`src/ivpm_pkg.sv`:
```
// Constants shared by the interrupt vector and priority map
package ivpm_pkg;

  // ==========================================================
  // Sizes
  localparam int NUM_IRQ   = 32;
  localparam int NUM_W     = 5;
  localparam int PRIO_W    = 5;
  localparam int SLOT_BITS = 3;
  localparam int PAGE_LSB  = 8;
  localparam int PAGE_W    = 32 - PAGE_LSB;
  localparam int SEL_W     = 2;

  // ==========================================================
  // Register byte offsets
  localparam logic [7:0] OFF_PAGE_PRI = 8'h00;
  localparam logic [7:0] OFF_PAGE_SEC = 8'h04;
  localparam logic [7:0] OFF_FLAG     = 8'h08;
  localparam logic [7:0] OFF_CLEAR    = 8'h0C;
  localparam logic [7:0] OFF_ENABLE   = 8'h10;
  localparam logic [7:0] OFF_TRAP     = 8'h14;
  localparam logic [7:0] OFF_CONFIG   = 8'h18;
  localparam logic [7:0] OFF_STATUS   = 8'h1C;
  localparam logic [7:0] OFF_VECTOR   = 8'h20;

  // ==========================================================
  // Reset values and fixed masks
  localparam logic [PAGE_W-1:0]  PAGE_RST   = 24'h000000;
  localparam logic [31:0]        FLAG_RST   = 32'h00000001;
  localparam logic [31:0]        ENABLE_RST = 32'h00000000;
  localparam logic [31:0]        FORCED_EN  = 32'h00000003;
  localparam logic [SEL_W-1:0]   SEL_RST    = 2'h0;

  // ==========================================================
  // Interrupt numbers
  localparam logic [NUM_W-1:0] IRQ_RESET  = 5'h00;
  localparam logic [NUM_W-1:0] IRQ_NMI    = 5'h01;
  localparam logic [NUM_W-1:0] IRQ_EXT0   = 5'h02;
  localparam logic [NUM_W-1:0] IRQ_EXT1   = 5'h03;
  localparam logic [NUM_W-1:0] IRQ_SEL_TX = 5'h05;
  localparam logic [NUM_W-1:0] IRQ_SEL_RX = 5'h07;
  localparam logic [NUM_W-1:0] IRQ_RTC    = 5'h12;
  localparam logic [NUM_W-1:0] IRQ_OS     = 5'h1A;
  localparam logic [NUM_W-1:0] SEC_LO     = 5'h10;
  localparam logic [NUM_W-1:0] SEC_HI     = 5'h17;

  // Serial port zero select codes
  localparam logic [SEL_W-1:0] SEL_CARD  = 2'h0;
  localparam logic [SEL_W-1:0] SEL_AUDIO = 2'h1;

  // Fixed priority per interrupt number, smaller wins
  localparam logic [PRIO_W-1:0] PRIO_TABLE [NUM_IRQ] = '{
    5'h00, 5'h01, 5'h03, 5'h05, 5'h06, 5'h07, 5'h09, 5'h0A,
    5'h0B, 5'h0D, 5'h0E, 5'h0F, 5'h11, 5'h12, 5'h15, 5'h16,
    5'h04, 5'h08, 5'h0C, 5'h10, 5'h13, 5'h14, 5'h17, 5'h18,
    5'h02, 5'h19, 5'h1A, 5'h0E, 5'h0F, 5'h10, 5'h11, 5'h12};

endpackage : ivpm_pkg

```
`src/ivpm_flag_cell.sv`:
```
// One sticky pending flag with set-over-clear priority
`timescale 1ns/100ps
module ivpm_flag_cell #(
  parameter logic RST_VAL = 1'b0
) (
  // Clock and reset
  input  wire logic mclk,
  input  wire logic sys_rst,
  // Control
  input  wire logic set,
  input  wire logic clr,
  // State
  output logic      flag
);

  // Set wins so an event on the clearing cycle is kept
  always_ff @(posedge mclk) begin
    if (sys_rst) begin
      flag <= RST_VAL;
    end else begin
      flag <= set | (flag & ~clr);
    end
  end

endmodule : ivpm_flag_cell

```
`src/ivpm_prio_select.sv`:
```
// Fixed priority selection over the active interrupts
`timescale 1ns/100ps
module ivpm_prio_select
  import ivpm_pkg::*;
#(
  parameter int N = ivpm_pkg::NUM_IRQ
) (
  // Candidates
  input  wire logic [N-1:0]              active,
  // Winner
  output logic [ivpm_pkg::NUM_W-1:0]     best_num,
  output logic                           best_valid
);

  logic [PRIO_W-1:0] best_prio;

  // Strict compare: equal priorities go to the lower number
  always_comb begin
    best_num   = '0;
    best_valid = 1'b0;
    best_prio  = '1;
    for (int i = 0; i < N; i++) begin
      if (active[i] && (!best_valid || PRIO_TABLE[i] < best_prio)) begin
        best_num   = NUM_W'(i);
        best_prio  = PRIO_TABLE[i];
        best_valid = 1'b1;
      end
    end
  end

endmodule : ivpm_prio_select

```
`src/ivpm_top.sv`:
```
// Interrupt vector and priority map with APB register access
//
// Chosen here: the register addresses and register access over APB.
`timescale 1ns/100ps

// Functional notes
// - Hardware or software reset takes trap zero at relative byte 0 with priority 0, the highest.
// - The non-maskable request is tied inactive inside, its slot at byte 8 priority 1 reached only by trap one.
// - Interrupts 0 to 15 and 24 to 31 take their absolute vector from the primary page pointer.
// - Interrupts 16 to 23 take their absolute vector from the secondary page pointer.
// - External user interrupt zero is trap two at byte 10h with priority 3.
// - External user interrupt one is trap three at byte 18h with priority 5.
// - The selectable transmit interrupt serves serial audio or card transmit, at byte 28h priority 7.
// - The selectable receive interrupt serves serial audio or card SDIO receive, at byte 38h priority 10.
// - The wakeup or clock interrupt is trap eighteen at byte 90h with priority 12.
// - The realtime OS interrupt is trap twenty-six at byte D0h with priority 26, the lowest.
// - Every interrupt has a fixed relative location and priority, slots eight bytes apart by number.
// - Select code 00b routes card SDIO to the receive slot and code 01 routes serial audio receive.
// - Writing ones to the flag register clears the matching pending flags.
module ivpm_top
  import ivpm_pkg::*;
(
  // Clock and reset
  input  wire logic                     mclk,
  input  wire logic                     sys_rst,
  // APB slave
  input  wire logic                     psel,
  input  wire logic                     penable,
  input  wire logic                     pwrite,
  input  wire logic [7:0]               paddr,
  input  wire logic [31:0]              pwdata,
  output logic [31:0]                   prdata,
  output logic                          pready,
  output logic                          pslverr,
  // Interrupt sources
  input  wire logic                     ext_user_irq_zero,
  input  wire logic                     ext_user_irq_one,
  input  wire logic                     audio_tx_irq,
  input  wire logic                     card_tx_irq,
  input  wire logic                     audio_rx_irq,
  input  wire logic                     card_sdio_irq,
  input  wire logic [31:0]              periph_irq,
  // CPU vector fetch
  output logic                          cpu_irq_req,
  output logic [ivpm_pkg::NUM_W-1:0]    cpu_irq_num,
  output logic [31:0]                   cpu_vector_addr,
  input  wire logic                     cpu_irq_ack,
  // Interrupt line
  output logic                          irq_out
);

  // ========================================================
  // State
  logic [PAGE_W-1:0]  vector_page_primary;
  logic [PAGE_W-1:0]  vector_page_secondary;
  logic [31:0]        irq_enable_reg_zero;
  logic [SEL_W-1:0]   serial_port_zero_select;
  logic [31:0]        irq_flag_reg_zero;
  logic               ack_block;

  // ========================================================
  // APB decode
  wire                setup_ph   = psel & ~penable;
  wire                access_ph  = psel & penable & pready;
  wire                wr_en      = access_ph & pwrite;
  wire                hit_pri    = (paddr == OFF_PAGE_PRI);
  wire                hit_sec    = (paddr == OFF_PAGE_SEC);
  wire                hit_flag   = (paddr == OFF_FLAG);
  wire                hit_clear  = (paddr == OFF_CLEAR);
  wire                hit_enable = (paddr == OFF_ENABLE);
  wire                hit_trap   = (paddr == OFF_TRAP);
  wire                hit_config = (paddr == OFF_CONFIG);
  wire                hit_status = (paddr == OFF_STATUS);
  wire                hit_vector = (paddr == OFF_VECTOR);
  wire                mapped     = hit_pri | hit_sec | hit_flag | hit_clear
                                 | hit_enable | hit_trap | hit_config
                                 | hit_status | hit_vector;
  wire                trap_wr    = wr_en & hit_trap;
  // Flag and clear offsets both act as write-one-to-clear
  wire                clr_wr     = wr_en & (hit_flag | hit_clear);

  // ========================================================
  // Source routing
  wire sel_tx = (serial_port_zero_select == SEL_CARD)  ? card_tx_irq :
                (serial_port_zero_select == SEL_AUDIO) ? audio_tx_irq :
                1'b0;
  wire sel_rx = (serial_port_zero_select == SEL_CARD)  ? card_sdio_irq :
                (serial_port_zero_select == SEL_AUDIO) ? audio_rx_irq :
                1'b0;

  // Slot 0 comes only from reset or trap zero; slot 1 has no pin
  wire [31:0] hw_set = {periph_irq[31:8], sel_rx, periph_irq[6], sel_tx,
                        periph_irq[4], ext_user_irq_one, ext_user_irq_zero,
                        1'b0, 1'b0};
  wire [31:0] trap_set = trap_wr ? (32'h00000001 << pwdata[NUM_W-1:0])
                                 : 32'h00000000;
  wire [31:0] set_vec  = hw_set | trap_set;

  // Ack clears the vector being fetched; a repeat next cycle is stale
  wire        ack_ok   = cpu_irq_ack & cpu_irq_req & ~ack_block;
  wire [31:0] ack_clr  = ack_ok ? (32'h00000001 << cpu_irq_num)
                                : 32'h00000000;
  wire [31:0] w1c_clr  = clr_wr ? pwdata : 32'h00000000;
  wire [31:0] clr_vec  = w1c_clr | ack_clr;

  // ========================================================
  // Pending flags
  genvar g;
  generate
    for (g = 0; g < NUM_IRQ; g++) begin : g_flag
      ivpm_flag_cell #(
        .RST_VAL (FLAG_RST[g])
      ) u_cell (
        .mclk    (mclk),
        .sys_rst (sys_rst),
        .set     (set_vec[g]),
        .clr     (clr_vec[g]),
        .flag    (irq_flag_reg_zero[g])
      );
    end
  endgenerate

  // ========================================================
  // Priority and vector forming
  wire [31:0]       eff_en = irq_enable_reg_zero | FORCED_EN;
  wire [31:0]       active = irq_flag_reg_zero & eff_en;
  logic [NUM_W-1:0] best_num;
  logic             best_valid;

  ivpm_prio_select #(
    .N          (NUM_IRQ)
  ) u_select (
    .active     (active),
    .best_num   (best_num),
    .best_valid (best_valid)
  );

  wire              use_sec   = (best_num >= SEC_LO) && (best_num <= SEC_HI);
  wire [PAGE_W-1:0] page_sel  = use_sec ? vector_page_secondary
                                        : vector_page_primary;
  wire [31:0]       next_addr = {page_sel, best_num, {SLOT_BITS{1'b0}}};

  // ========================================================
  // Read mux
  wire [31:0] status_word = {cpu_irq_req, {(31-NUM_W){1'b0}}, cpu_irq_num};
  wire [31:0] rd_word =
      hit_pri    ? {vector_page_primary, {PAGE_LSB{1'b0}}} :
      hit_sec    ? {vector_page_secondary, {PAGE_LSB{1'b0}}} :
      hit_flag   ? irq_flag_reg_zero :
      hit_enable ? irq_enable_reg_zero :
      hit_config ? {{(32-SEL_W){1'b0}}, serial_port_zero_select} :
      hit_status ? status_word :
      hit_vector ? cpu_vector_addr :
      32'h00000000;

  // ========================================================
  // APB response: one wait-free access cycle after setup
  always_ff @(posedge mclk) begin
    if (sys_rst) begin
      pready  <= 1'b0;
      pslverr <= 1'b0;
      prdata  <= 32'h00000000;
    end else begin
      pready  <= setup_ph;
      pslverr <= setup_ph & ~mapped;
      prdata  <= (setup_ph & ~pwrite) ? rd_word : 32'h00000000;
    end
  end

  // ========================================================
  // Writable registers
  always_ff @(posedge mclk) begin
    if (sys_rst) begin
      vector_page_primary     <= PAGE_RST;
      vector_page_secondary   <= PAGE_RST;
      irq_enable_reg_zero     <= ENABLE_RST;
      serial_port_zero_select <= SEL_RST;
    end else if (wr_en) begin
      if (hit_pri) begin
        vector_page_primary <= pwdata[31:PAGE_LSB];
      end
      if (hit_sec) begin
        vector_page_secondary <= pwdata[31:PAGE_LSB];
      end
      if (hit_enable) begin
        irq_enable_reg_zero <= pwdata;
      end
      if (hit_config) begin
        serial_port_zero_select <= pwdata[SEL_W-1:0];
      end
    end
  end

  // ========================================================
  // CPU side outputs, registered
  always_ff @(posedge mclk) begin
    if (sys_rst) begin
      cpu_irq_req     <= 1'b0;
      cpu_irq_num     <= IRQ_RESET;
      cpu_vector_addr <= 32'h00000000;
      irq_out         <= 1'b0;
      ack_block       <= 1'b0;
    end else begin
      cpu_irq_req     <= best_valid;
      cpu_irq_num     <= best_num;
      cpu_vector_addr <= next_addr;
      irq_out         <= |active;
      ack_block       <= ack_ok;
    end
  end

  // ========================================================
  // Checks
  a_reset_vector: assert property (@(posedge mclk)
    $fell(sys_rst) |-> ##[0:2] (cpu_irq_req && cpu_irq_num == 5'h00
      && cpu_vector_addr[7:0] == 8'h00))
    else $error("reset vector not presented");

  a_nmi_trap_only: assert property (@(posedge mclk) disable iff (sys_rst)
    $rose(irq_flag_reg_zero[1]) |->
      $past(trap_wr) && $past(pwdata[NUM_W-1:0]) == 5'h01)
    else $error("slot one set without trap one");

  a_primary_page: assert property (@(posedge mclk) disable iff (sys_rst)
    ##1 (cpu_irq_req && (cpu_irq_num < 5'h10 || cpu_irq_num > 5'h17))
    |-> cpu_vector_addr[31:8] == $past(vector_page_primary))
    else $error("primary page not used");

  a_secondary_page: assert property (@(posedge mclk) disable iff (sys_rst)
    ##1 (cpu_irq_req && cpu_irq_num >= 5'h10 && cpu_irq_num <= 5'h17)
    |-> cpu_vector_addr[31:8] == $past(vector_page_secondary))
    else $error("secondary page not used");

  a_slot_spacing: assert property (@(posedge mclk) disable iff (sys_rst)
    cpu_irq_req |-> cpu_vector_addr[7:0] == {cpu_irq_num, 3'b000})
    else $error("slot offset wrong");

  a_fixed_slots: assert property (@(posedge mclk) disable iff (sys_rst)
    cpu_irq_req |->
      (cpu_irq_num != IRQ_EXT0   || cpu_vector_addr[7:0] == 8'h10) &&
      (cpu_irq_num != IRQ_EXT1   || cpu_vector_addr[7:0] == 8'h18) &&
      (cpu_irq_num != IRQ_SEL_TX || cpu_vector_addr[7:0] == 8'h28) &&
      (cpu_irq_num != IRQ_SEL_RX || cpu_vector_addr[7:0] == 8'h38) &&
      (cpu_irq_num != IRQ_RTC    || cpu_vector_addr[7:0] == 8'h90) &&
      (cpu_irq_num != IRQ_OS     || cpu_vector_addr[7:0] == 8'hD0))
    else $error("named slot at wrong location");

  a_ext0_source: assert property (@(posedge mclk) disable iff (sys_rst)
    $rose(irq_flag_reg_zero[2]) |->
      $past(ext_user_irq_zero) || $past(trap_wr))
    else $error("ext zero flag without cause");

  a_rx_routing: assert property (@(posedge mclk) disable iff (sys_rst)
    $rose(irq_flag_reg_zero[7]) && !$past(trap_wr) |->
      $past(serial_port_zero_select == SEL_CARD ? card_sdio_irq :
            serial_port_zero_select == SEL_AUDIO ? audio_rx_irq : 1'b0))
    else $error("receive slot routed wrongly");

  a_write_clear: assert property (@(posedge mclk) disable iff (sys_rst)
    (clr_vec & ~set_vec) != 32'h00000000 |=>
      (irq_flag_reg_zero & $past(clr_vec & ~set_vec)) == 32'h00000000)
    else $error("write one did not clear");

  a_prio_order: assert property (@(posedge mclk) disable iff (sys_rst)
    ##1 ($past(active[IRQ_EXT0]) && $past(active[IRQ_EXT1]))
      |-> cpu_irq_num != IRQ_EXT1)
    else $error("lower priority served first");

  // Skips the edge whose output was still held in reset
  a_irq_level: assert property (@(posedge mclk) disable iff (sys_rst)
    !$past(sys_rst) |-> irq_out == $past(|(irq_flag_reg_zero & eff_en)))
    else $error("interrupt line wrong");

  // ========================================================
  // Bus and flag checks
  a_ready_setup: assert property (@(posedge mclk) disable iff (sys_rst)
    setup_ph |=> pready)
    else $error("no ready after setup");

  a_ready_single: assert property (@(posedge mclk) disable iff (sys_rst)
    pready |=> !pready)
    else $error("ready held too long");

  a_error_unmapped: assert property (@(posedge mclk) disable iff (sys_rst)
    pslverr == (pready && !$past(mapped)))
    else $error("slave error mismatch");

  a_enable_write: assert property (@(posedge mclk) disable iff (sys_rst)
    wr_en && hit_enable |=> irq_enable_reg_zero == $past(pwdata))
    else $error("enable write lost");

  a_page_pri_write: assert property (@(posedge mclk) disable iff (sys_rst)
    wr_en && hit_pri |=> vector_page_primary == $past(pwdata[31:PAGE_LSB]))
    else $error("primary page write lost");

  a_page_sec_write: assert property (@(posedge mclk) disable iff (sys_rst)
    wr_en && hit_sec |=> vector_page_secondary == $past(pwdata[31:PAGE_LSB]))
    else $error("secondary page write lost");

  a_flag_reset: assert property (@(posedge mclk) disable iff (sys_rst)
    $past(sys_rst) |-> irq_flag_reg_zero == FLAG_RST)
    else $error("flags wrong after reset");

  a_trap_sets: assert property (@(posedge mclk) disable iff (sys_rst)
    trap_wr |=> irq_flag_reg_zero[$past(pwdata[NUM_W-1:0])])
    else $error("trap did not set its flag");

  a_ack_clears: assert property (@(posedge mclk) disable iff (sys_rst)
    ack_ok && !set_vec[cpu_irq_num] |=> !irq_flag_reg_zero[$past(cpu_irq_num)])
    else $error("acknowledged flag still set");

  a_tx_routing: assert property (@(posedge mclk) disable iff (sys_rst)
    $rose(irq_flag_reg_zero[5]) && !$past(trap_wr) |->
      $past(serial_port_zero_select == SEL_CARD ? card_tx_irq :
            serial_port_zero_select == SEL_AUDIO ? audio_tx_irq : 1'b0))
    else $error("transmit slot routed wrongly");

  a_idle_quiet: assert property (@(posedge mclk) disable iff (sys_rst)
    !$past(sys_rst) && $past(active) == 32'h00000000 |-> !cpu_irq_req && !irq_out)
    else $error("request without pending interrupt");

  // Winner outranks, or ties below, every slot pending one edge earlier
  genvar p;
  generate
    for (p = 0; p < NUM_IRQ; p++) begin : g_prio_chk
      a_winner_prio: assert property (@(posedge mclk) disable iff (sys_rst)
        cpu_irq_req && !$past(sys_rst) && $past(active[p])
          |-> PRIO_TABLE[cpu_irq_num] <= PRIO_TABLE[p])
        else $error("winner outranked by a pending interrupt");
    end
  endgenerate

  c_reset_fetch: cover property (@(posedge mclk) disable iff (sys_rst)
    cpu_irq_req && cpu_irq_num == IRQ_RESET && cpu_irq_ack);
  c_secondary: cover property (@(posedge mclk) disable iff (sys_rst)
    cpu_irq_req && use_sec);
  c_set_clear: cover property (@(posedge mclk) disable iff (sys_rst)
    (set_vec & clr_vec) != 32'h00000000);
  c_nmi_trap: cover property (@(posedge mclk) disable iff (sys_rst)
    $rose(irq_flag_reg_zero[1]));
  c_ack_taken: cover property (@(posedge mclk) disable iff (sys_rst)
    ack_ok && cpu_irq_num != IRQ_RESET);

endmodule : ivpm_top

```
`config.mk`:
```
export PLATFORM = sky130hd
export DESIGN_NAME = ivpm_top
export DESIGN_NICKNAME = d
export VERILOG_FILES = /design/src/ivpm_pkg.sv /design/src/ivpm_flag_cell.sv /design/src/ivpm_prio_select.sv /design/src/ivpm_top.sv
export SDC_FILE = /design/constraint.sdc
export NUM_CORES = 1
export LEC_CHECK = 0
export BUFFER_PORTS_ARGS = -buffer_cell sky130_fd_sc_hd__buf_2
export CELL_PAD_IN_SITES_DETAIL_PLACEMENT = 1
export CELL_PAD_IN_SITES_GLOBAL_PLACEMENT = 1
export CORE_MARGIN = 2
export CORE_UTILIZATION = 41
export CTS_CLUSTER_DIAMETER = 60
export DETAILED_ROUTE_END_ITERATION = 12
export GPL_TIMING_DRIVEN = 0
export PLACE_DENSITY_LB_ADDON = 0.1
export SETUP_SLACK_MARGIN = 0.4
export SYNTH_ARGS = -nofsm -noshare
export SYNTH_HDL_FRONTEND = slang
export SYNTH_SLANG_ARGS = --single-unit
```
`constraint.sdc`:
```
create_clock -name mclk -period 3.6 [get_ports mclk]
set_input_delay 0.54 -clock mclk [delete_from_list [all_inputs] [get_ports mclk]]
set_output_delay 0.54 -clock mclk [all_outputs]
set_load 0.005 [all_outputs]
```
Yosys cells after proc, flatten, opt, wreduce, memory -nomap -nowiden
Index checks and enable logic that the tools add are counted.
Word-level totals
  register bits after elaboration: 188
  word-level logic and storage cells: 425
  output and inout bits: 73
  bits of input ports: 84
Cells by class
  shift-type cells: 2
  reduce and logical (&&, ||, !) cells: 103
  bitwise logic cells: 123
  equal/unequal tests: 9
  $lt $le $gt $ge: 33
  mux-type cells: 109
Operators by type and width (number)
  two-way mux 32 bit: 10
  two-way mux 5 bit: 47
  less-than comparator 5 bit (first input constant): 14
  bitwise OR 32 bit: 2
  << shifter 1 x 5 -> 32 bit (first input constant): 2
  less-than comparator 4 x 5 -> 1 bit (first input constant): 10
  bitwise AND 1 bit: 42
  bitwise OR 1 bit: 41
  two-way mux 1 bit: 37
  NOT 1 bit: 37
  bitwise AND 32 bit: 1
  == test 8 x 5 -> 1 bit (second input constant): 4
  logical AND 1 bit: 32
  two-way mux 4 bit: 8
  OR reduction 32 bit: 1
  logical NOT 1 bit: 31
  logical OR 1 bit: 31
  two-way mux 24 bit: 1
  less-than comparator 3 x 5 -> 1 bit (first input constant): 4
  == test 8 x 4 -> 1 bit (second input constant): 2
  two-way mux 3 bit: 4
  less-than comparator 2 x 5 -> 1 bit (first input constant): 2
  == test 8 x 3 -> 1 bit (second input constant): 1
  == test 8 x 6 -> 1 bit (second input constant): 1
  10 further kinds: 14

Longest topological paths before layout
Gate-level depths: netlist (run 1).
  depth in word-level cells: 129
  mapped depth: 12
  depth with buffers taken out: 9

By module
A second synthesis (run 1) with hierarchy kept.
Unflattened totals
  cells, all modules: 1295
  area, all modules: 9934.5 µm²
Modules (own cells, without submodules)
  ivpm_top: cells an instance 982, instances 1, area each 7543.5 µm²
  ivpm_flag_cell (g_flag[10].u_cell ...): cells an instance 4, instances 31, area each 38.8 µm²
  ivpm_prio_select: cells an instance 185, instances 1, area each 1156.1 µm²
  ivpm_flag_cell (g_flag[0].u_cell): cells an instance 4, instances 1, area each 32.5 µm²

Least setup slack after synthesis (run 1)
OpenSTA, ideal clock, no wires.
  path kind: flip-flop to flip-flop
  start point: reg g_flag[8].u_cell.flag
  end point: reg cpu_vector_addr[12]
  path slack: 0.408 ns
  library setup time: 0.072 ns
  cell stages (with the launch flop): 12
  clock period less this slack: 3.192 ns
  data required time: 3.528 ns
  arrival: 3.120 ns
  cells stage by stage: dfxtp_1 > a222oi_1 > nand4_2 > or4_4 > o2bb2ai_4 > a211o_1 > nand3_2 > o31ai_2 > and4_1 > buf_6 > buf_12 > mux2i_1
On the way
  longest elaborated chain between the ends: 98
  elaborated cells on any way between the ends: 168
Ends and longest elaborated chain
  start, declared: line ivpm_flag_cell.sv:13  | output logic flag
  start signal, assigned: line ivpm_flag_cell.sv:21  | flag <= set | (flag & ~clr);
  bitwise AND 32 bit *: line ivpm_top.sv:126  | wire [31:0] active = irq_flag_reg_zero & eff_en;
  logical AND 1 bit *: line ivpm_prio_select.sv:23  | if (active[i] && (!best_valid || PRIO_TABLE[i] < best_prio)) begin
  two-way mux 5 bit or two-way mux 1 bit (tied branches): line ivpm_prio_select.sv:23
  less-than comparator 4 x 5 -> 1 bit or logical NOT 1 bit (tied branches): line ivpm_prio_select.sv:23
  logical OR 1 bit: line ivpm_prio_select.sv:23
  logical AND 1 bit: line ivpm_prio_select.sv:23
  two-way mux 5 bit or two-way mux 1 bit (tied branches): line ivpm_prio_select.sv:23
  less-than comparator 4 x 5 -> 1 bit or logical NOT 1 bit (tied branches): line ivpm_prio_select.sv:23
  [82 not listed]
  two-way mux 5 bit or two-way mux 1 bit (tied branches): line ivpm_prio_select.sv:23
  less-than comparator 5 bit or logical NOT 1 bit (tied branches): line ivpm_prio_select.sv:23
  logical OR 1 bit: line ivpm_prio_select.sv:23
  logical AND 1 bit: line ivpm_prio_select.sv:23
  two-way mux 5 bit *: line ivpm_prio_select.sv:23
  greater-or-equal comparator 5 bit or less-or-equal comparator 5 bit (tied branches): line ivpm_top.sv:138  | wire use_sec = (best_num >= SEC_LO) && (best_num <= SEC_HI);
  logical AND 1 bit *: line ivpm_top.sv:138
  two-way mux 24 bit *: line ivpm_top.sv:139  | wire [PAGE_W-1:0] page_sel = use_sec ? vector_page_secondary
  end signal, assigned: line ivpm_top.sv:206  | cpu_vector_addr <= next_addr;
  end, declared: line ivpm_top.sv:46  | output logic [31:0] cpu_vector_addr,
Mark *: on every way between the ends. The rest lies on a longest branch, timed or not.
A chain may end at the register's enable or synchronous reset.

Worst setup path in the final report (run 1)
  start point: reg g_flag[14].u_cell.flag
  end point: reg cpu_vector_addr[18]
On the way
  longest elaborated chain between the ends: 74
  elaborated cells on any way between the ends: 126
Ends and longest elaborated chain (line)
  start, declared: ivpm_flag_cell.sv:13
  start signal, assigned: ivpm_flag_cell.sv:21
  bitwise AND 32 bit *: ivpm_top.sv:126
  logical AND 1 bit *: ivpm_prio_select.sv:23
  two-way mux 5 bit or two-way mux 1 bit (tied branches): ivpm_prio_select.sv:23
  less-than comparator 5 bit or logical NOT 1 bit (tied branches): ivpm_prio_select.sv:23
  logical OR 1 bit: ivpm_prio_select.sv:23
  logical AND 1 bit: ivpm_prio_select.sv:23
  two-way mux 5 bit or two-way mux 1 bit (tied branches): ivpm_prio_select.sv:23
  less-than comparator 3 x 5 -> 1 bit or logical NOT 1 bit (tied branches): ivpm_prio_select.sv:23
  [58 not listed]
  two-way mux 5 bit or two-way mux 1 bit (tied branches): ivpm_prio_select.sv:23
  less-than comparator 5 bit or logical NOT 1 bit (tied branches): ivpm_prio_select.sv:23
  logical OR 1 bit: ivpm_prio_select.sv:23
  logical AND 1 bit: ivpm_prio_select.sv:23
  two-way mux 5 bit *: ivpm_prio_select.sv:23
  greater-or-equal comparator 5 bit or less-or-equal comparator 5 bit (tied branches): ivpm_top.sv:138
  logical AND 1 bit *: ivpm_top.sv:138
  two-way mux 24 bit *: ivpm_top.sv:139
Marks and branches as above.

==> results of run 1 <==
==> cell families (layout without fill, tap and decap cells) <==
logic type	Yosys count	in the layout	share of synthesized area [%]
and+or+nand+nor	445	445	23.3
AOI/OAI and AO/OA	318	318	26.5
DFF	180	180	42.8
other	1	3	0.0445
muxes	26	26	3.09
buffers and inverters	78	297	4.32
==> registers in the layout (all words and copies together), names as in the netlist <==
register and count:
irq_out 1, vector_page_secondary 24, pready 1, cpu_irq_req 1, irq_enable_reg_zero 32, pslverr 1, cpu_irq_num 4, cpu_vector_addr 25
g_flag.u_cell.flag 32, prdata 32, vector_page_primary 24, serial_port_zero_select 2, ack_block 1
==> power breakdown <==
| part | internal, W | leakage [nW] | switching [W] |
|---|---|---|---|
| clock network | 0.00101 | 0.306 | 0.000980 |
| registers | 0.00202 | 1.46 | 0.0000412 |
| logic | 0.000107 | 2.06 | 0.000193 |
| total | 0.00314 | 3.83 | 0.00121 |
==> repair_timing <==
item,CTS,global route
pin swaps,24,18
hold endpoints to repair,0,0
gates cloned,1,0
buffers inserted,35,6
gates resized for setup,52,16
setup endpoints to repair,29,25
==> area by class of cell <==
| cell class | instances | area share [%] |
|---|---|---|
| repair buffers | 187 | 10.1 |
| flip-flops and latches | 180 | 33.6 |
| inverters | 5 | 0.174 |
| clock buffers | 17 | 3.95 |
| multi-input cells | 792 | 43.7 |
| clock inverters | 15 | 1.95 |
| well taps | 270 | 3.14 |
| plain buffers | 73 | 3.33 |
==> synth_stat cells (6+ instances only) <==
library cell / count / area [um2]
o211ai_1: 6 / 45.0
clkbuf_1: 60 / 225
nor3_1: 19 / 95.1
nor2b_1: 12 / 75.1
a222oi_1: 34 / 340
nand3_1: 23 / 115
nor4_1: 7 / 43.8
and2_1: 12 / 75.1
nor2_1: 65 / 244
buf_4: 8 / 60.1
a221oi_1: 22 / 193
a22oi_1: 60 / 450
dfxtp_1: 180 / 3600
nand2_1: 267 / 1000
mux2i_1: 26 / 260
a21oi_1: 135 / 676
o21ai_0: 9 / 45.0
nand4_1: 6 / 37.5
==> layer usage <==
layer	wire, um	share of wire [%]	GRT usage [%]	up-vias
met5	0	0	0	-
met4	2250	5.8	18.7	0
met3	3120	8.0	6.49	149
met2	17900	46	57.5	508
met1	15600	40	44.7	4670
li1	-	-	-	4272
==> worst reg2reg max path: cells and delay by family, from the launching register on <==
family / cells / cell delay, ns
AND/OR/NAND/NOR: 6 / 1.52
AO/OA/AOI/OAI: 2 / 0.71
buffers and inverters: 3 / 0.43
flip-flops: 1 / 0.36
multiplexers: 1 / 0.22
==> metrics by stage <==
stage	instances	cell area, um2	hold WS [ns]	setup WS, ns
after CTS	1533	10700	0.312	0.353
after global routing	1539	10800	0.329	0.203
after floorplan	1050	8430	0.436	0.408
final	1539	10800	0.308	0.274
after detailed placement	1465	9500	0.459	-0.734
after global placement	1465	9500	0.451	-0.750
==> worst max path at each step <==
stage | to | cells past startpoint | slack [ns] | from
2_1_floorplan | cpu_vector_addr[12] | 11 | 0.41 | g_flag[8].u_cell.flag
3_5_place_dp | cpu_vector_addr[18] | 11 | -0.73 | irq_enable_reg_zero[7]
3_3_place_gp | cpu_vector_addr[18] | 12 | -0.75 | g_flag[0].u_cell.flag
6_report | cpu_vector_addr[18] | 12 | 0.27 | g_flag[14].u_cell.flag
5_1_grt | cpu_vector_addr[26] | 14 | 0.20 | g_flag[8].u_cell.flag
4_1_cts | cpu_vector_addr[18] | 13 | 0.35 | g_flag[0].u_cell.flag
==> flow_metrics.py, run 1 <==
metrics = {
    "critical_path": {
        "reg2reg_from": "g_flag[14].u_cell.flag",
        "worst-setup-path-type": "register to register",
        "r2r_cells": 12,
        "cp_top_family": "simple AND/OR/NAND/NOR gates",
        "setup.worst_path.start_class": "register",
        "critPathSlowestCell": "a222oi_1",
        "required_ns": 3.97,
        "critPathMaxStageDelay_ns": 0.48,
        "ff2ff_setup_slack_ns": 0.27,
        "r2r-end": "cpu_vector_addr[18]",
        "endpoint_kind": "register",
        "crit_buf_inv": 3,
        "worst-path-max-fanout": 5,
        "cp_cell_sequence": "a222oi_1 > nand4b_1 > nor4_4 > and2b_2 > buf_4 > nor2_1 > and3_1 > a32oi_2 > and4_4 > buf_8 > buf_12 > mux2i_2",
        "critPathArrivalTime_ns": 3.70,
    },
    "cells_and_area": {
        "final_util_pct": 53.4,
        "multiInputGateArea_um2": 4710,
        "final_cell_mix": "nand2_1, dfxtp_1, buf_2",
        "area.growth.synth_to_final_pct": 27.8,
        "nets": 1340,
        "nFillCells": 2504,
        "n_antenna_cell": 0,
        "final_common_cell": "nand2_1",
        "seq_area_um2": 3620,
        "layout-drive-gt1-share_pct": 22.6,
    },
    "global_route": {
        "grt_pass1_wl_mm": 57.8,
        "grt-ovfl-total": 0,
        "grt_max_degree": 21,
        "grt_pass1_vias": 9644,
        "antenna_found_initial": 0,
        "grt.total_usage_pct": 35.3,
    },
    "logic_synthesis": {
        "synth_ff_type": "dfxtp_1",
        "synth_edf_count": 0,
        "async_flop_share_pct": 0,
        "yosys_warnings": 0,
        "seq_area_frac_synth_pct": 42.8,
        "synthesis.area_um2": 8430,
        "synth-seq-cells": 180,
        "yosysUniqueCellTypes": 69,
        "syn_avg_cell_area_um2": 8.04,
        "synthCells": 1048,
    },
    "power": {
        "peakVddDrop_uv": 353,
        "power_density_nw_per_um2": 404,
        "p_leak_nw": 3.83,
        "total_power_w": 0.00435,
    },
    "cts": {
        "clk_pin_slew_worst_paths_ns": 0.08,
        "cts_tree": "built",
        "clkSinkCount": 180,
        "h-tree-depth": 4,
        "cts_hold_buf": 0,
        "clk-insertion-delay-late_ns": 0.46,
        "root_buffer": "clkbuf_16",
        "cts_buffers": 17,
        "clockBufferDepth": 2,
    },
    "route": {
        "ant_nets": 0,
        "drc_errors": 0,
        "drt_iter0_drc": 981,
        "wire_per_inst_um": 25.3,
        "vias": 9599,
        "dr.pass1.iters": 8,
        "viasPerCell": 6.24,
        "routed_wl_mm": 38.9,
    },
    "floorplanning": {
        "coreArea_um2": 20200,
        "rows": 52,
        "io_pins": 157,
        "die_y_um": 147,
        "initial_core_util_pct": 41.8,
        "die-area_um2": 21700,
        "die_w_um": 147,
    },
    "placement": {
        "gp_congestion": 0.971,
        "io_buffers": 145,
        "dp_hpwl_mm": 28.4,
    },
    "worst_hold_path": {
        "worstHoldEndpoint": "g_flag[26].u_cell.flag",
        "hp-start": "periph_irq[26]",
        "hold_path.class": "input port to register",
        "holdPathStages": 3,
    },
    "timing": {
        "fin_tns_setup_ns": 0,
        "max_freq_ghz": 0.301,
        "hold_violations": 0,
        "setup_viol": 0,
        "relSlewSlack_pct": 14.8,
        "slew_viol_final": 0,
        "period_needed_ns": 3.33,
        "clock_skew_ns": 0.0130,
        "finalCritPeriodShare_pct": 92.4,
        "tightest_slew_ns": 1.27,
        "grt_setup_unrepaired": "yes",
    },
    "status": {
        "status": "finished clean",
    },
    "flow_run": {
        "cap_violations": 0,
    },
}
No activity file was read; power rests on OpenSTA's default activity.
==> run 2: changes to the inputs <==
Settings changed: PLACE_DENSITY set to 0.81, PLACE_DENSITY_LB_ADDON 0.1 to not set.
==> run 2 against run 1 <==
Die area did not move. Register-to-register slack gained 0.05 ns. Clock skew shrank 0.0035 ns. Global-route usage decreased by 0.39 points. Clock power fell by 8%. Non-clock buffer count is 5 higher. Sequential share of layout area is essentially flat. Setup slack gained 0.047 ns. Critical path type unchanged. Largest cell class unchanged. Largest power group unchanged.
==> flow_metrics.py, run 2 (synthesized netlist as in run 1, its figures left out) <==
metrics = {
    "status": {
        "status": "finished clean",
    },
    "cells_and_area": {
        "final_cell_mix": "nand2_1, dfxtp_1, buf_2",
        "nFillCells": 2521,
        "multiInputGateArea_um2": 4730,
        "seq_area_um2": 3630,
        "area.growth.synth_to_final_pct": 28.0,
        "top_regs": "g_flag.u_cell.flag (32), irq_enable_reg_zero (32), prdata (32)",
        "n_antenna_cell": 0,
        "layout-drive-gt1-share_pct": 23.2,
        "instances_no_fill": 1544,
        "nets": 1345,
        "final_common_cell": "nand2_1",
    },
    "critical_path": {
        "required_ns": 3.97,
        "ff2ff_setup_slack_ns": 0.32,
        "critPathCapture": "cpu_vector_addr[25]",
        "reg2reg_from": "irq_enable_reg_zero[8]",
        "endpoint_kind": "register",
        "startpoint": "irq_enable_reg_zero[8]",
        "critPathArrivalTime_ns": 3.65,
        "worst-path-max-fanout": 6,
        "r2r-end": "cpu_vector_addr[25]",
        "worst-setup-path-type": "register to register",
        "setup.worst_path.start_class": "register",
        "r2r_cells": 13,
    },
    "flow_run": {
        "cap_violations": 0,
    },
    "placement": {
        "io_buffers": 145,
        "dpl_worst_slack_ns": -0.713,
        "placed_cells": 1465,
        "dp_hpwl_mm": 28.5,
        "gp_congestion": 0.986,
    },
    "cts": {
        "clkSinkCount": 180,
        "cts_tree": "built",
        "h-tree-depth": 4,
        "clk-insertion-delay-late_ns": 0.44,
        "clk_pin_slew_worst_paths_ns": 0.08,
        "root_buffer": "clkbuf_16",
        "cts_hold_buf": 0,
        "cts_buffers": 17,
        "clockBufferDepth": 2,
    },
    "timing": {
        "hold_ws_ns": 0.333,
        "tightest_slew_ns": 1.05,
        "clock_skew_ns": 0.00950,
        "period_needed_ns": 3.28,
        "setup_viol": 0,
        "finalCritPeriodShare_pct": 91.1,
        "post-route-worst-setup-slack_ns": 0.321,
        "relSlewSlack_pct": 29.2,
        "max_freq_ghz": 0.305,
        "hold_violations": 0,
        "grt_setup_unrepaired": "yes",
        "fin_tns_setup_ns": 0,
        "slew_viol_final": 0,
    },
    "power": {
        "power_density_nw_per_um2": 388,
        "p_leak_nw": 3.84,
        "peakVddDrop_uv": 324,
        "total_power_w": 0.00419,
    },
    "route": {
        "routed_wl_mm": 38.7,
        "drc_errors": 0,
        "wire_per_inst_um": 25.1,
        "ant_nets": 0,
        "vias": 9678,
        "drt_iter0_drc": 1321,
        "viasPerCell": 6.27,
        "dr.pass1.iters": 6,
    },
    "global_route": {
        "grt-ovfl-total": 0,
        "grt.total_usage_pct": 34.9,
        "grt_pass1_vias": 9603,
        "antenna_found_initial": 0,
        "grt_pass1_wl_mm": 57.5,
        "grt_max_degree": 19,
    },
    "floorplanning": {
        "io_pins": 157,
        "die_y_um": 147,
        "die-area_um2": 21700,
        "rows": 52,
        "initial_core_util_pct": 41.8,
        "coreArea_um2": 20200,
        "die_w_um": 147,
    },
    "worst_hold_path": {
        "hold_path.class": "input port to register",
        "holdPathStages": 3,
    },
}
## run 2: cell count changes in the layout (fill, tap and decap cells not counted), sizes merged
cell	delta
inv	+2
clkinv	-3
clkbuf	+2
buf	+3
clkinvlp	+2
bufinv	-1
## run 2: cell type report
class                           instances  share of cell area [%]
Tap cell                              270                    3.13
Buffer                                 73                    3.43
Timing Repair Buffer                  192                    10.5
Multi-Input combinational cell        792                    43.8
Inverter                                5                   0.174
Clock inverter                         15                    1.31
Clock buffer                           17                    3.94
Sequential cell                       180                    33.6
## run 2: worst min-delay path by stage
stage / start / endpoint / slack (ns)
CTS: periph_irq[4] / g_flag[4].u_cell.flag / 0.34
global route: periph_irq[16] / g_flag[16].u_cell.flag / 0.36
finish: periph_irq[4] / g_flag[4].u_cell.flag / 0.33
floorplan: irq_enable_reg_zero[0] / irq_enable_reg_zero[0] / 0.44
global placement: irq_enable_reg_zero[0] / irq_enable_reg_zero[0] / 0.45
detailed placement: irq_enable_reg_zero[1] / irq_enable_reg_zero[1] / 0.46
## run 2: worst max-delay path: stages, from the launching register on
cell and delay, ns:
dfxtp_2 0.34, a222oi_1 0.32, buf_4 0.21, buf_12 0.11
nand2_8 0.07, or4b_4 0.54, o211ai_1 0.18, o211ai_1 0.17
o21a_2 0.18, o31ai_4 0.24, and4_4 0.31, buf_12 0.16
clkbuf_16 0.16, mux2i_1 0.19
## run 2: per-stage QoR
step | utilization [%] | instance area (um2)
after floorplan | - | 8430
after global placement | 47.1 | 9500
after detailed placement | 47.1 | 9500
after CTS | 52.2 | 10500
after global routing | 53.5 | 10800
final | 53.5 | 10800
## run 2: per-layer routing
metal	vias up	wire [um]	GRT usage (%)
li1	4273	-	-
met1	4764	15400	45.1
met2	513	18700	58.6
met3	128	2800	4.44
met4	0	1810	15.6
met5	-	0	0
## run 2: report_power, final
| group | total [W] | internal, W | switching (W) |
|---|---|---|---|
| registers | 0.00206 | 0.00202 | 0.0000396 |
| clock network | 0.00183 | 0.000915 | 0.000917 |
| logic | 0.000299 | 0.000103 | 0.000196 |
## run 2: timing repair
item,CTS,global route
pin swaps,16,8
cloned,1,1
setup endpoints to repair,29,25
endpoints found under the hold margin,0,0
setup buffers,30,15
gates resized for setup,50,28
